[config.mk]
export PLATFORM = sky130hd
export DESIGN_NAME = ucd_charger_port
export DESIGN_NICKNAME = d
export VERILOG_FILES = /design/src/pkg/ucd_pkg.sv /design/src/rtl/ucd_auto_sel.sv /design/src/rtl/ucd_charger_port.sv
export SDC_FILE = /design/constraint.sdc
export NUM_CORES = 1
export LEC_CHECK = 0
export BUFFER_PORTS_ARGS = -buffer_cell sky130_fd_sc_hd__buf_2
export CAP_MARGIN = 0
export CELL_PAD_IN_SITES_DETAIL_PLACEMENT = 0
export CELL_PAD_IN_SITES_GLOBAL_PLACEMENT = 1
export CORE_MARGIN = 8
export CORE_UTILIZATION = 43
export CTS_BUF_LIST = sky130_fd_sc_hd__clkbuf_4 sky130_fd_sc_hd__clkbuf_8 sky130_fd_sc_hd__clkbuf_16
export DETAILED_ROUTE_END_ITERATION = 10
export PLACE_DENSITY_LB_ADDON = 0.1
export SYNTH_ARGS = -nofsm -noshare
export SYNTH_HDL_FRONTEND = slang
export SYNTH_HIERARCHICAL = 1
export SYNTH_SLANG_ARGS = --single-unit
[constraint.sdc]
create_clock -name mclk -period 2.4 [get_ports mclk]
set_clock_uncertainty 0.1 [all_clocks]
set_input_delay 0.24 -clock mclk [delete_from_list [all_inputs] [get_ports mclk]]
set_output_delay 0.24 -clock mclk [all_outputs]
set_load 0.02 [all_outputs]
[src/pkg/ucd_pkg.sv]
/*
 Package for the charger detect and advertise controller: mode codes, ADC result
 format, threshold codes and the packed carriers for the analog switch controls.
 Assumes the ADC delivers an unsigned code scaled so that full scale is 3.6 V.
*/
package ucd_pkg;
   localparam int ADC_W = 10;
   typedef logic [ADC_W-1:0] ucd_adc_t;

   // Requested per-port scheme from configuration
   typedef enum logic [2:0] {
      UCD_CFG_OFF     = 3'h0,
      UCD_CFG_DCD     = 3'h1,
      UCD_CFG_PRI_SEC = 3'h2,
      UCD_CFG_CDP     = 3'h3,
      UCD_CFG_DCP     = 3'h4,
      UCD_CFG_DIV     = 3'h5,
      UCD_CFG_1V2     = 3'h6,
      UCD_CFG_AUTO    = 3'h7
   } ucd_cfg_e;

   // Auto mode candidate presented on the lines
   typedef enum logic [1:0] {
      UCD_AUTO_DCP = 2'h0,
      UCD_AUTO_DIV = 2'h1,
      UCD_AUTO_1V2 = 2'h2
   } ucd_auto_e;

   // ADC codes: 0.6 V nominal seen, low below 0.25 V, full scale 3.6 V
   localparam ucd_adc_t CDP_SEEN_CODE = 10'h0aa;
   localparam ucd_adc_t LINE_LOW_CODE = 10'h047;

   // Dwell per auto candidate before trying the next: 100 ms at 100 MHz
   localparam int AUTO_DWELL_MS = 100;
   localparam int CLK_MHZ = 100;
   localparam int AUTO_DWELL_CYC = AUTO_DWELL_MS * 1000 * CLK_MHZ;

   // Analog element enables
   typedef struct packed {
      logic dplus_contact_current_source;
      logic dminus_pulldown_resistor;
      logic data_line_voltage_source;
      logic data_line_voltage_on_dminus;   // 0: source forced on D+, 1: on D-
      logic data_line_current_sink;
      logic data_line_short_resistor;
      logic divider_on_dplus;
      logic divider_on_dminus;
      logic v1p2_on_dminus;
   } ucd_ana_s;

   localparam ucd_ana_s ANA_OFF = '{default: 1'b0};
endpackage

[src/rtl/ucd_auto_sel.sv]
/*
 Auto mode candidate sequencer. Cycles DCP, divider and 1.2 V schemes until the
 attached device settles on one (signalled by the ADC seeing the line loaded).
 Assumes run is held high only while auto mode is selected.
*/
`timescale 1ns/1ns
module ucd_auto_sel #(
   parameter int DWELL_CYC = ucd_pkg::AUTO_DWELL_CYC
) (
   input wire logic mclk,
   input wire logic rst,
   input wire logic run,
   input wire logic accepted,
   output ucd_pkg::ucd_auto_e sel
);
   logic [31:0] cnt_q;
   logic lock_q;
   ucd_pkg::ucd_auto_e sel_q;

   assign sel = sel_q;

   // Dwell counter, restarts on every candidate change
   always_ff @(posedge mclk) begin
      if (rst || !run || lock_q || cnt_q == 32'(DWELL_CYC - 1)) begin
         cnt_q <= 32'h0;
      end else begin
         cnt_q <= cnt_q + 32'h1;
      end
   end

   // Lock once the device takes a scheme, release when auto is dropped
   always_ff @(posedge mclk) begin
      if (rst || !run) begin
         lock_q <= 1'b0;
      end else if (accepted) begin
         lock_q <= 1'b1;
      end
   end

   // Candidate rotation; switching lines only, VBUS is untouched
   always_ff @(posedge mclk) begin
      if (rst || !run) begin
         sel_q <= ucd_pkg::UCD_AUTO_DCP;
      end else if (!lock_q && !accepted && cnt_q == 32'(DWELL_CYC - 1)) begin
         unique case (sel_q)
            ucd_pkg::UCD_AUTO_DCP: sel_q <= ucd_pkg::UCD_AUTO_DIV;
            ucd_pkg::UCD_AUTO_DIV: sel_q <= ucd_pkg::UCD_AUTO_1V2;
            default: sel_q <= ucd_pkg::UCD_AUTO_DCP;
         endcase
      end
   end
endmodule

[src/rtl/ucd_charger_port.sv]
/*
 Per-port battery charger detect and advertise control: drives the analog
 source, sink and resistor enables on the port D+ and D- lines.
 A port_cfg change passes through an all-off cycle, while auto candidates
 switch over directly; the lines never carry two schemes at once, and the switch enables follow the state by one cycle.
 Auto mode keeps the first candidate that the device loads; dropping and
 reselecting auto, or a reset, is the only way to start the rotation over.
 Assumes the ADC result and its select are handled by a shared converter,
 and that port_cfg is held stable while a scheme is in use.
*/
// Contract
// Data contact detection turns on the D+ current source and D- pull-down, off otherwise.
// Primary/secondary detection forces voltage on one line, sinks the other, then samples it.
// Voltage source and current sink are on throughout primary/secondary detection.
// CDP watches D+ and on 0.6 V drives 0.6 V onto D- until D+ goes low.
// Voltage source and current sink stay on for the whole CDP advertisement.
// DCP advertisement shorts D+ to D- through the short resistor.
// Divider mode puts the divider voltage on both D+ and D-.
// 1.2 V mode drives 1.2 V onto D- and shorts D+ to D-.
// The system should supply at least 2.4 A on VBUS with divider mode.
// The system should supply at least 2 A on VBUS with 1.2 V mode.
// Auto mode places whichever of DCP, divider or 1.2 V the device detects.
// Auto mode changes schemes without discharging VBUS.
// Only one phase or scheme per port at a time, picked by port configuration.
`timescale 1ns/1ns
module ucd_charger_port (
   input wire logic mclk,
   input wire logic rst,
   input wire ucd_pkg::ucd_cfg_e port_cfg,
   input wire logic pri_sec_on_dminus,
   input wire ucd_pkg::ucd_adc_t adc_result,
   input wire logic adc_valid,
   output ucd_pkg::ucd_ana_s ana,
   output logic adc_sel_dminus,
   output logic vbus_discharge,
   output ucd_pkg::ucd_adc_t sense_q,
   output logic sense_valid_q,
   output logic cdp_driving_q
);
   // One-hot phase register; every config code maps to a state
   typedef enum logic [7:0] {
      ST_IDLE = 8'b0000_0001,
      ST_DCD  = 8'b0000_0010,
      ST_PS   = 8'b0000_0100,
      ST_CDP  = 8'b0000_1000,
      ST_DCP  = 8'b0001_0000,
      ST_DIV  = 8'b0010_0000,
      ST_1V2  = 8'b0100_0000,
      ST_AUTO = 8'b1000_0000
   } ucd_st_e;

   ucd_st_e st_q;
   ucd_st_e st_d;
   ucd_pkg::ucd_ana_s ana_q;
   ucd_pkg::ucd_ana_s ana_d;
   ucd_pkg::ucd_auto_e auto_sel;
   logic auto_run;
   logic auto_accept;
   logic dplus_seen;
   logic line_low;

   // Map configuration to a state; one scheme at a time by construction
   function automatic ucd_st_e cfg_state(input ucd_pkg::ucd_cfg_e c);
      unique case (c)
         ucd_pkg::UCD_CFG_OFF:     cfg_state = ST_IDLE;
         ucd_pkg::UCD_CFG_DCD:     cfg_state = ST_DCD;
         ucd_pkg::UCD_CFG_PRI_SEC: cfg_state = ST_PS;
         ucd_pkg::UCD_CFG_CDP:     cfg_state = ST_CDP;
         ucd_pkg::UCD_CFG_DCP:     cfg_state = ST_DCP;
         ucd_pkg::UCD_CFG_DIV:     cfg_state = ST_DIV;
         ucd_pkg::UCD_CFG_1V2:     cfg_state = ST_1V2;
         ucd_pkg::UCD_CFG_AUTO:    cfg_state = ST_AUTO;
      endcase
   endfunction

   // Shared by the fixed and auto paths so both present identical lines
   function automatic ucd_pkg::ucd_ana_s scheme(input ucd_pkg::ucd_auto_e s);
      scheme = ucd_pkg::ANA_OFF;
      unique case (s)
         ucd_pkg::UCD_AUTO_DCP: begin
            scheme.data_line_short_resistor = 1'b1;
         end
         ucd_pkg::UCD_AUTO_DIV: begin
            scheme.divider_on_dplus = 1'b1;
            scheme.divider_on_dminus = 1'b1;
         end
         default: begin
            scheme.v1p2_on_dminus = 1'b1;
            scheme.data_line_short_resistor = 1'b1;
         end
      endcase
   endfunction

   // Last line of defence: any element group that does not belong to the
   // state is forced off, so a decode slip cannot load a forced line with
   // a second scheme; costs a few gates in front of the switch flops
   function automatic ucd_pkg::ucd_ana_s ana_guard(input ucd_st_e s,
      input ucd_pkg::ucd_ana_s a);
      ana_guard = a;
      // Contact detection elements
      if (s != ST_DCD) begin
         ana_guard.dplus_contact_current_source = 1'b0;
         ana_guard.dminus_pulldown_resistor = 1'b0;
      end
      // Forced voltage and sink, detection and CDP only
      if (!(s inside {ST_PS, ST_CDP})) begin
         ana_guard.data_line_voltage_source = 1'b0;
         ana_guard.data_line_voltage_on_dminus = 1'b0;
         ana_guard.data_line_current_sink = 1'b0;
      end
      // Short resistor
      if (!(s inside {ST_DCP, ST_1V2, ST_AUTO})) begin
         ana_guard.data_line_short_resistor = 1'b0;
      end
      // Divider on both lines
      if (!(s inside {ST_DIV, ST_AUTO})) begin
         ana_guard.divider_on_dplus = 1'b0;
         ana_guard.divider_on_dminus = 1'b0;
      end
      // 1.2 V source on D-
      if (!(s inside {ST_1V2, ST_AUTO})) begin
         ana_guard.v1p2_on_dminus = 1'b0;
      end
   endfunction

   // Config is taken directly; a switch passes through idle for one cycle
   always_comb begin
      st_d = cfg_state(port_cfg);
      if (st_q != ST_IDLE && st_d != st_q) begin
         st_d = ST_IDLE; // break-before-make between schemes
      end
   end

   // Phase register
   always_ff @(posedge mclk) begin
      if (rst) begin
         st_q <= ST_IDLE;
      end else begin
         st_q <= st_d;
      end
   end

   // Threshold compares, shared so CDP and auto judge the line alike
   assign dplus_seen = adc_valid && adc_result >= ucd_pkg::CDP_SEEN_CODE;
   assign line_low = adc_valid && adc_result < ucd_pkg::LINE_LOW_CODE;

   // CDP: latch on 0.6 V at D+, release when D+ falls low
   always_ff @(posedge mclk) begin
      if (rst || st_q != ST_CDP) begin
         cdp_driving_q <= 1'b0;
      end else if (dplus_seen && !cdp_driving_q) begin
         cdp_driving_q <= 1'b1;
      end else if (line_low && cdp_driving_q) begin
         cdp_driving_q <= 1'b0;
      end
   end

   // Auto: device pulls the presented level down when it accepts the scheme
   assign auto_run = (st_q == ST_AUTO);
   assign auto_accept = auto_run && line_low;

   ucd_auto_sel u_auto (
      .mclk(mclk),
      .rst(rst),
      .run(auto_run),
      .accepted(auto_accept),
      .sel(auto_sel)
   );

   // Element enables from the current state
   always_comb begin
      ana_d = ucd_pkg::ANA_OFF;
      unique case (st_q)
         ST_IDLE: ana_d = ucd_pkg::ANA_OFF;
         ST_DCD: begin
            ana_d.dplus_contact_current_source = 1'b1;
            ana_d.dminus_pulldown_resistor = 1'b1;
         end
         ST_PS: begin
            ana_d.data_line_voltage_source = 1'b1;
            ana_d.data_line_current_sink = 1'b1;
            ana_d.data_line_voltage_on_dminus = pri_sec_on_dminus;
         end
         ST_CDP: begin
            ana_d.data_line_voltage_source = 1'b1;
            ana_d.data_line_current_sink = 1'b1;
            ana_d.data_line_voltage_on_dminus = cdp_driving_q;
         end
         ST_DCP: ana_d = scheme(ucd_pkg::UCD_AUTO_DCP);
         ST_DIV: ana_d = scheme(ucd_pkg::UCD_AUTO_DIV);
         ST_1V2: ana_d = scheme(ucd_pkg::UCD_AUTO_1V2);
         ST_AUTO: ana_d = scheme(auto_sel);
      endcase
   end

   // Registered so the analog switches never see decode glitches
   always_ff @(posedge mclk) begin
      if (rst) begin
         ana_q <= ucd_pkg::ANA_OFF;
      end else begin
         ana_q <= ana_guard(st_q, ana_d);
      end
   end
   assign ana = ana_q;

   // Sense line: the line not forced in detection, D+ otherwise
   assign adc_sel_dminus = (st_q == ST_PS) ? !pri_sec_on_dminus : 1'b0;

   // Never discharge VBUS; scheme changes only move data-line switches
   assign vbus_discharge = 1'b0;

   // Capture the sensed line voltage during detection
   always_ff @(posedge mclk) begin
      if (rst) begin
         sense_q <= '0;
         sense_valid_q <= 1'b0;
      end else begin
         sense_valid_q <= adc_valid && st_q == ST_PS;
         if (adc_valid && st_q == ST_PS) begin
            sense_q <= adc_result;
         end
      end
   end
endmodule

==> metrics.cfg, run 1 <==
[die]
die_h_um = 99.4
num_rows = 30
dieArea_um2 = 9880
core_um2 = 6760
initial_utilization_pct = 44.3
chipWidth_um = 99.4
ioPinCount = 40

[logic_synthesis]
ys_warn_count = 6
yosysUniqueCellTypes = 53
synth_top_family_by_area = simple AND/OR/NAND/NOR gates
synth_seq_cells = 61
synth.avg_cell_area_um2 = 8.88
synthAdderAreaFrac_pct = 0.418
yosys.area_share.simple_pct = 32.6
async_flop_share_pct = 0
synth_top_area_share_pct = 40.8
synth_edf_count = 0
netlist_area_um2 = 2990
synthTopCellsByArea = dfxtp_1, nor2_1, xnor2_1
ys_seq_area_share_pct = 40.8
synth_compound_area_share_pct = 9.16
ys.flop_type = dfxtp_1
muxShareOfSynthArea_pct = 4.68
synthesis.nets = 355
syn_inst = 337
synth_xor_area_share_pct = 7.61
synth_top_area_cell = dfxtp_1

[cells_and_area]
nets = 395
final_layout_size_suffix_gt1_share_pct = 22.3
antenna_cells = 0
synthToLayoutAreaGrowth_pct = 14.7

[sta]
hold_violations = 0
min_period_over_period_pct = 92.8
finalSetupViolCount = 0
period_minus_slack_ns = 2.23
rsz0062_at_grt = no
maxSlewViolCount = 0
fin_tns_setup_ns = 0
worst_hold_slack_ns = 0.0614
fmax_ghz = 0.449

[hold_path]
min_to = sense_q[0]
hold_depth = 3
worstHoldPathType = input pin to flop
min_from = adc_result[0]

[clocking]
cts_buffers = 9
clk_path_buf_depth = 2
path_clk_slew_ns = 0.06
cts-resized-gates = 0
hold_buffers = 0
cts_tree = built
ctsHtreeMaxLevel = 3
postCtsSetupBuffers = 0
cts_num_sinks = 61
cts_root_buf = clkbuf_8
clk_latency_ns = 0.33

[global_route]
grt_max_degree = 19
grt_antenna_before_repair = 0
grt_overflow = 0
grt_usage_pct = 13.9
grt_pass1_wl_mm = 11.2
grt_pass1_vias = 2431

[setup_path]
timing.rr.end = st_q[2]
rr_startpoint = st_q[0]
critPathSlowestCell = or3_1
worstPathMaxFanout = 8
path_cells = or4b_1 -> a21oi_1 -> o221ai_1 -> or3_1 -> a2111oi_4
arrival_ns = 2.36
critPathRequiredTime_ns = 2.53
crit_type = flop to flop
crit_path_start_kind = flop
rrSetupSlack_ns = 0.17
cp-end-kind = flop
rr_worst_depth = 5
slowest_delay_ns = 0.52

[route]
drc = 0
finalWirelength_mm = 6.53
dr.pass1.iters = 4
final_antenna_net_count = 0
initialDrtViolationCount = 38
viasPerCell = 5.28
wire_per_inst_um = 14.2
vias = 2433

[pwr]
peakVddDrop_mv = 0.265
combPwrFrac_pct = 6.4
p_per_area_nw_per_um2 = 584
switchingPower_uw = 453
p_seq_share_pct = 51.6
p_leak_nw = 1.27
power.internal_mw = 1.55
clkPwrFrac_pct = 42.0
swShare_pct = 22.6

[placement]
port_buffers = 38
gp_congestion = 0.766
hpwl_mm = 4.90

[status]
status = finished, final reports clean

[run]
max-cap-violations = 0

## registers in the layout (all words and copies together) (netlist names)
| name | cells |
|---|---|
| u_auto/cnt_q | 32 |
| cdp_driving_q | 1 |
| ana | 6 |
| sense_q | 10 |
| u_auto/lock_q | 1 |
| sense_valid_q | 1 |
| u_auto/sel | 2 |
| st_q | 8 |
## worst max-delay path, delay by kind of cell (launching register included)
family           cells  cell delay (ns)
AO/OA/AOI/OAI        3             0.64
flip-flops           1             0.42
AND/OR/NAND/NOR      2             0.98
## worst max-delay path by stage
stage / from / to / slack (ns) / depth (start not counted)
after floorplan: st_q[3] / u_auto/cnt_q[11] / 0.24 / 8
after global placement: port_cfg[1] / st_q[2] / 0.16 / 6
after detailed placement: port_cfg[2] / st_q[2] / 0.13 / 7
after CTS: st_q[0] / st_q[2] / 0.18 / 5
after global routing: st_q[1] / u_auto/cnt_q[19] / 0.00002 / 7
final: st_q[0] / st_q[2] / 0.17 / 5
## layer usage
metal	up-vias	part of all wire [%]	GRT usage, %
li1	1268	-	-
met1	1124	46	15.7
met2	35	49	23.7
met3	6	4.0	5.52
met4	0	1.1	4.07
met5	-	0	0
## layout by cell type, fill, tap and decap left out, drive strengths merged, types with 11 or more instances in the layout
master  synthesis  final
dfxtp          61     61
nor2           56     56
buf            12     49
nand3          22     22
xnor2          20     20
a21oi          17     17
mux2i          14     14
clkbuf          8     14
nand2          13     13
nor3           13     13
nor4           11     11
## synth_stat cells (all sizes together) (5+ instances only)
library cell  instances
a21oi                17
and3                  6
buf                  12
clkbuf                8
dfxtp                61
inv                   5
mux2i                14
nand2                13
nand2b                8
nand3                22
nand3b                5
nand4                 8
nor2                 56
nor2b                 6
nor3                 13
nor4                 11
o21ai                 5
xnor2                20
xor2                  6
## power groups by stage
stage                     combinational (mW)  sequential [mW]  clock [mW]
final                                  0.128             1.03       0.842
after CTS                              0.129             1.03       0.867
after global routing                   0.141             1.03       0.915
after detailed placement               0.128             1.06           0
after floorplan                       0.0921             1.05           0
after global placement                 0.128             1.06           0
## cells by family (layout without fill, tap and decap cells)
family                     count (synthesis)  in the layout
muxes                                     14             14
buffers and inverters                     25             69
DFF                                       61             61
AOI/OAI and AO/OA                         40             40
adders and majority gates                  1              1
xor gates and xnor gates                  26             26
and+or+nand+nor                          169            169
other                                      1              1
## per-stage QoR
step | power [mW] | area, um^2 | worst slack (ns) | utilization, % | instances
after global placement | 1.18 | 3250 | 0.159 | 48.0 | 446
final | 2.00 | 3430 | 0.173 | 50.8 | 461
after detailed placement | 1.18 | 3250 | 0.129 | 48.0 | 446
after CTS | 2.03 | 3430 | 0.177 | 50.8 | 461
after global routing | 2.09 | 3430 | 0.0000213 | 50.8 | 461
after floorplan | 1.14 | 2990 | 0.243 | - | 337
## final cells by class
cell class	instances	area (um^2)
Fill cell	687	3330
Multi-Input combinational cell	251	1630
Sequential cell	61	1220
Timing Repair Buffer	49	273
Clock buffer	14	180
Tap cell	80	100
Inverter	5	18.8
Clock inverter	1	5.00
Note: power is estimated with default switching activity, not from simulation.
==> run 2, diff against run 1 <==
--- a/config.mk
+++ b/config.mk
@@ -9,6 +9,7 @@
 export CAP_MARGIN = 0
 export CELL_PAD_IN_SITES_DETAIL_PLACEMENT = 0
 export CELL_PAD_IN_SITES_GLOBAL_PLACEMENT = 1
+export CORE_ASPECT_RATIO = 2
 export CORE_MARGIN = 8
 export CORE_UTILIZATION = 43
 export CTS_BUF_LIST = sky130_fd_sc_hd__clkbuf_4 sky130_fd_sc_hd__clkbuf_8 sky130_fd_sc_hd__clkbuf_16
==> run 2 against run 1 <==
Global-route usage grew 0.49 points. Highest routed layer unchanged. Largest power group is now the clock network. Setup slack gained 0.034 ns. Wire length grew 2.6%. Critical path depth is the same. Largest cell class unchanged. Flip-flop and latch count is the same. Via count grew 2.9%. Cell count grew 3.0%. Critical path type is now flop to primary output.
==> metrics.cfg, run 2 (same netlist as run 1, synthesis figures left out) <==
[die]
initial_utilization_pct = 43.8  ; -0.49 points
dieArea_um2 = 10000  ; +1.6%
ioPinCount = 40  ; unchanged
core_um2 = 6830  ; +1.1%
die_h_um = 134  ; +35%
chipWidth_um = 75.0  ; -25%
num_rows = 43  ; +43%

[placement]
dp_cells = 459  ; +2.9%
hpwl_mm = 4.96  ; +1.2%
gp_congestion = 0.794  ; +3.7%
port_buffers = 38  ; unchanged

[cells_and_area]
final_common_cell = dfxtp_1
layout.cells.non_filler = 475  ; +3.0%
regMostFlops = u_auto/cnt_q
synthToLayoutAreaGrowth_pct = 20.0
fillers = 674  ; -1.9%
final_layout_size_suffix_gt1_share_pct = 23.4  ; +1.1 points
antenna_cells = 0  ; unchanged
final_cell_mix = dfxtp_1, nor2_1, buf_2
largest_reg_flops = 32  ; unchanged
nets = 398  ; +0.76%
reg.largest.list = u_auto/cnt_q (32), sense_q (10), st_q (8)

[route]
wire_per_inst_um = 14.1  ; -0.39%
finalWirelength_mm = 6.71  ; +2.6%
viasPerCell = 5.27  ; -0.16%
dr.pass1.iters = 4  ; unchanged
final_antenna_net_count = 0  ; unchanged
vias = 2503  ; +2.9%
drc = 0  ; unchanged
initialDrtViolationCount = 166  ; +340%

[status]
status = finished, final reports clean

[sta]
period_minus_slack_ns = 2.19  ; -0.0339 ns
worst_pin_slew_ns = 0.605
max_slew_margin_pct = 59.3
worst_hold_slack_ns = 0.0903  ; +0.0289 ns
fmax_ghz = 0.456  ; +1.5%
min_period_over_period_pct = 91.4  ; -1.4 points
maxSlewViolCount = 0  ; unchanged
rsz0062_at_grt = no
finalSetupViolCount = 0  ; unchanged
fin_tns_setup_ns = 0  ; unchanged
hold_violations = 0  ; unchanged

[global_route]
grt_usage_pct = 14.4  ; +0.49 points
grt_overflow = 0  ; unchanged
grt_pass1_wl_mm = 11.2  ; +0.49%
grt_max_degree = 19  ; unchanged
grt_pass1_vias = 2398  ; -1.4%
grt_antenna_before_repair = 0  ; unchanged

[pwr]
p_seq_share_pct = 42.7  ; -8.9 points
power.internal_mw = 1.92  ; +24%
p_per_area_nw_per_um2 = 672  ; +15%
peakVddDrop_mv = 0.385  ; +45%
combPwrFrac_pct = 5.7  ; -0.7 points
p_leak_nw = 1.34  ; +5.7%
clkPwrFrac_pct = 51.6  ; +9.6 points
switchingPower_uw = 491  ; +8.5%
swShare_pct = 20.4  ; -2.3 points

[setup_path]
crit_path_start_kind = flop
crit_type = flop to primary output
critPathSlowestCell = nor4_1
critPathRequiredTime_ns = 2.06  ; -0.47 ns
startpoint = st_q[4]
slowest_delay_ns = 0.48  ; -0.04 ns
cp-end-kind = primary output
arrival_ns = 1.85  ; -0.51 ns
rr_worst_depth = 7  ; +2
worstPathMaxFanout = 4  ; -4
rr_startpoint = st_q[3]
path_cells = or2_2 -> nor4_1 -> nand3_1 -> nor2_1 -> buf_2

[run]
max-cap-violations = 0  ; unchanged

[hold_path]
hold_depth = 3  ; unchanged
worstHoldPathType = input pin to flop
min_from = adc_result[0]

[clocking]
cts_num_sinks = 61  ; unchanged
postCtsSetupBuffers = 0  ; unchanged
clk_latency_ns = 0.32  ; about the same
clk_path_buf_depth = 2  ; unchanged
ctsHtreeMaxLevel = 3  ; unchanged
cts_tree = built
path_clk_slew_ns = 0.05  ; about the same
cts_root_buf = clkbuf_16
cts_buffers = 9  ; unchanged

run 2: power groups by stage:
stage                     clock (mW)  combinational [mW]  sequential (mW)
after floorplan                    0              0.0921             1.05
after global routing            1.33               0.151             1.03
after CTS                       1.29               0.137             1.03
after global placement             0               0.134             1.05
final                           1.25               0.138             1.03
after detailed placement           0               0.136             1.05
run 2: layout make-up:
cell class                      instances  area (um^2)  area share [%]
Clock buffer                           16          303            8.43
Inverter                                5         18.8           0.523
Multi-Input combinational cell        251         1640            45.7
Sequential cell                        61         1220            34.0
Tap cell                               90          113            3.14
Timing Repair Buffer                   52          295            8.23
run 2: what timing repair did:
action                     in CTS  in global routing
setup endpoints to repair       0                 13
resized for setup               0                  1
hold buffers                    0                  0
run 2: path summary, 6_finish.rpt:
kind / to / slack (ns)
worst max-delay path: adc_sel_dminus / 0.21
worst min-delay path: sense_q[0] / 0.09
worst max register to register: u_auto/cnt_q[28] / 0.24
worst min register to register: u_auto/cnt_q[0] / 0.37
run 2: per-layer routing:
metal | share of wire (%) | up-vias | track usage (%)
li1 | - | 1274 | -
met1 | 46 | 1170 | 17.9
met2 | 46 | 48 | 21.4
met3 | 5.7 | 11 | 3.59
met4 | 2.3 | 0 | 8.57
met5 | 0 | - | 0
run 2: worst max-delay path: cells and delay by family (launching register included):
kind | cells | cell delay [ns]
buf+inv | 1 | 0.17
simple gates | 4 | 1.07
flops | 1 | 0.30
run 2: per-stage QoR:
stage | util, % | total power, mW | setup slack, ns | instance area (um^2)
2_1_floorplan | - | 1.14 | 0.243 | 2990
3_3_place_gp | 48.0 | 1.18 | 0.221 | 3280
3_5_place_dp | 48.0 | 1.19 | 0.134 | 3280
4_1_cts | 52.4 | 2.46 | 0.118 | 3580
5_1_grt | 52.5 | 2.51 | 0.0486 | 3590
6_report | 52.5 | 2.41 | 0.207 | 3590
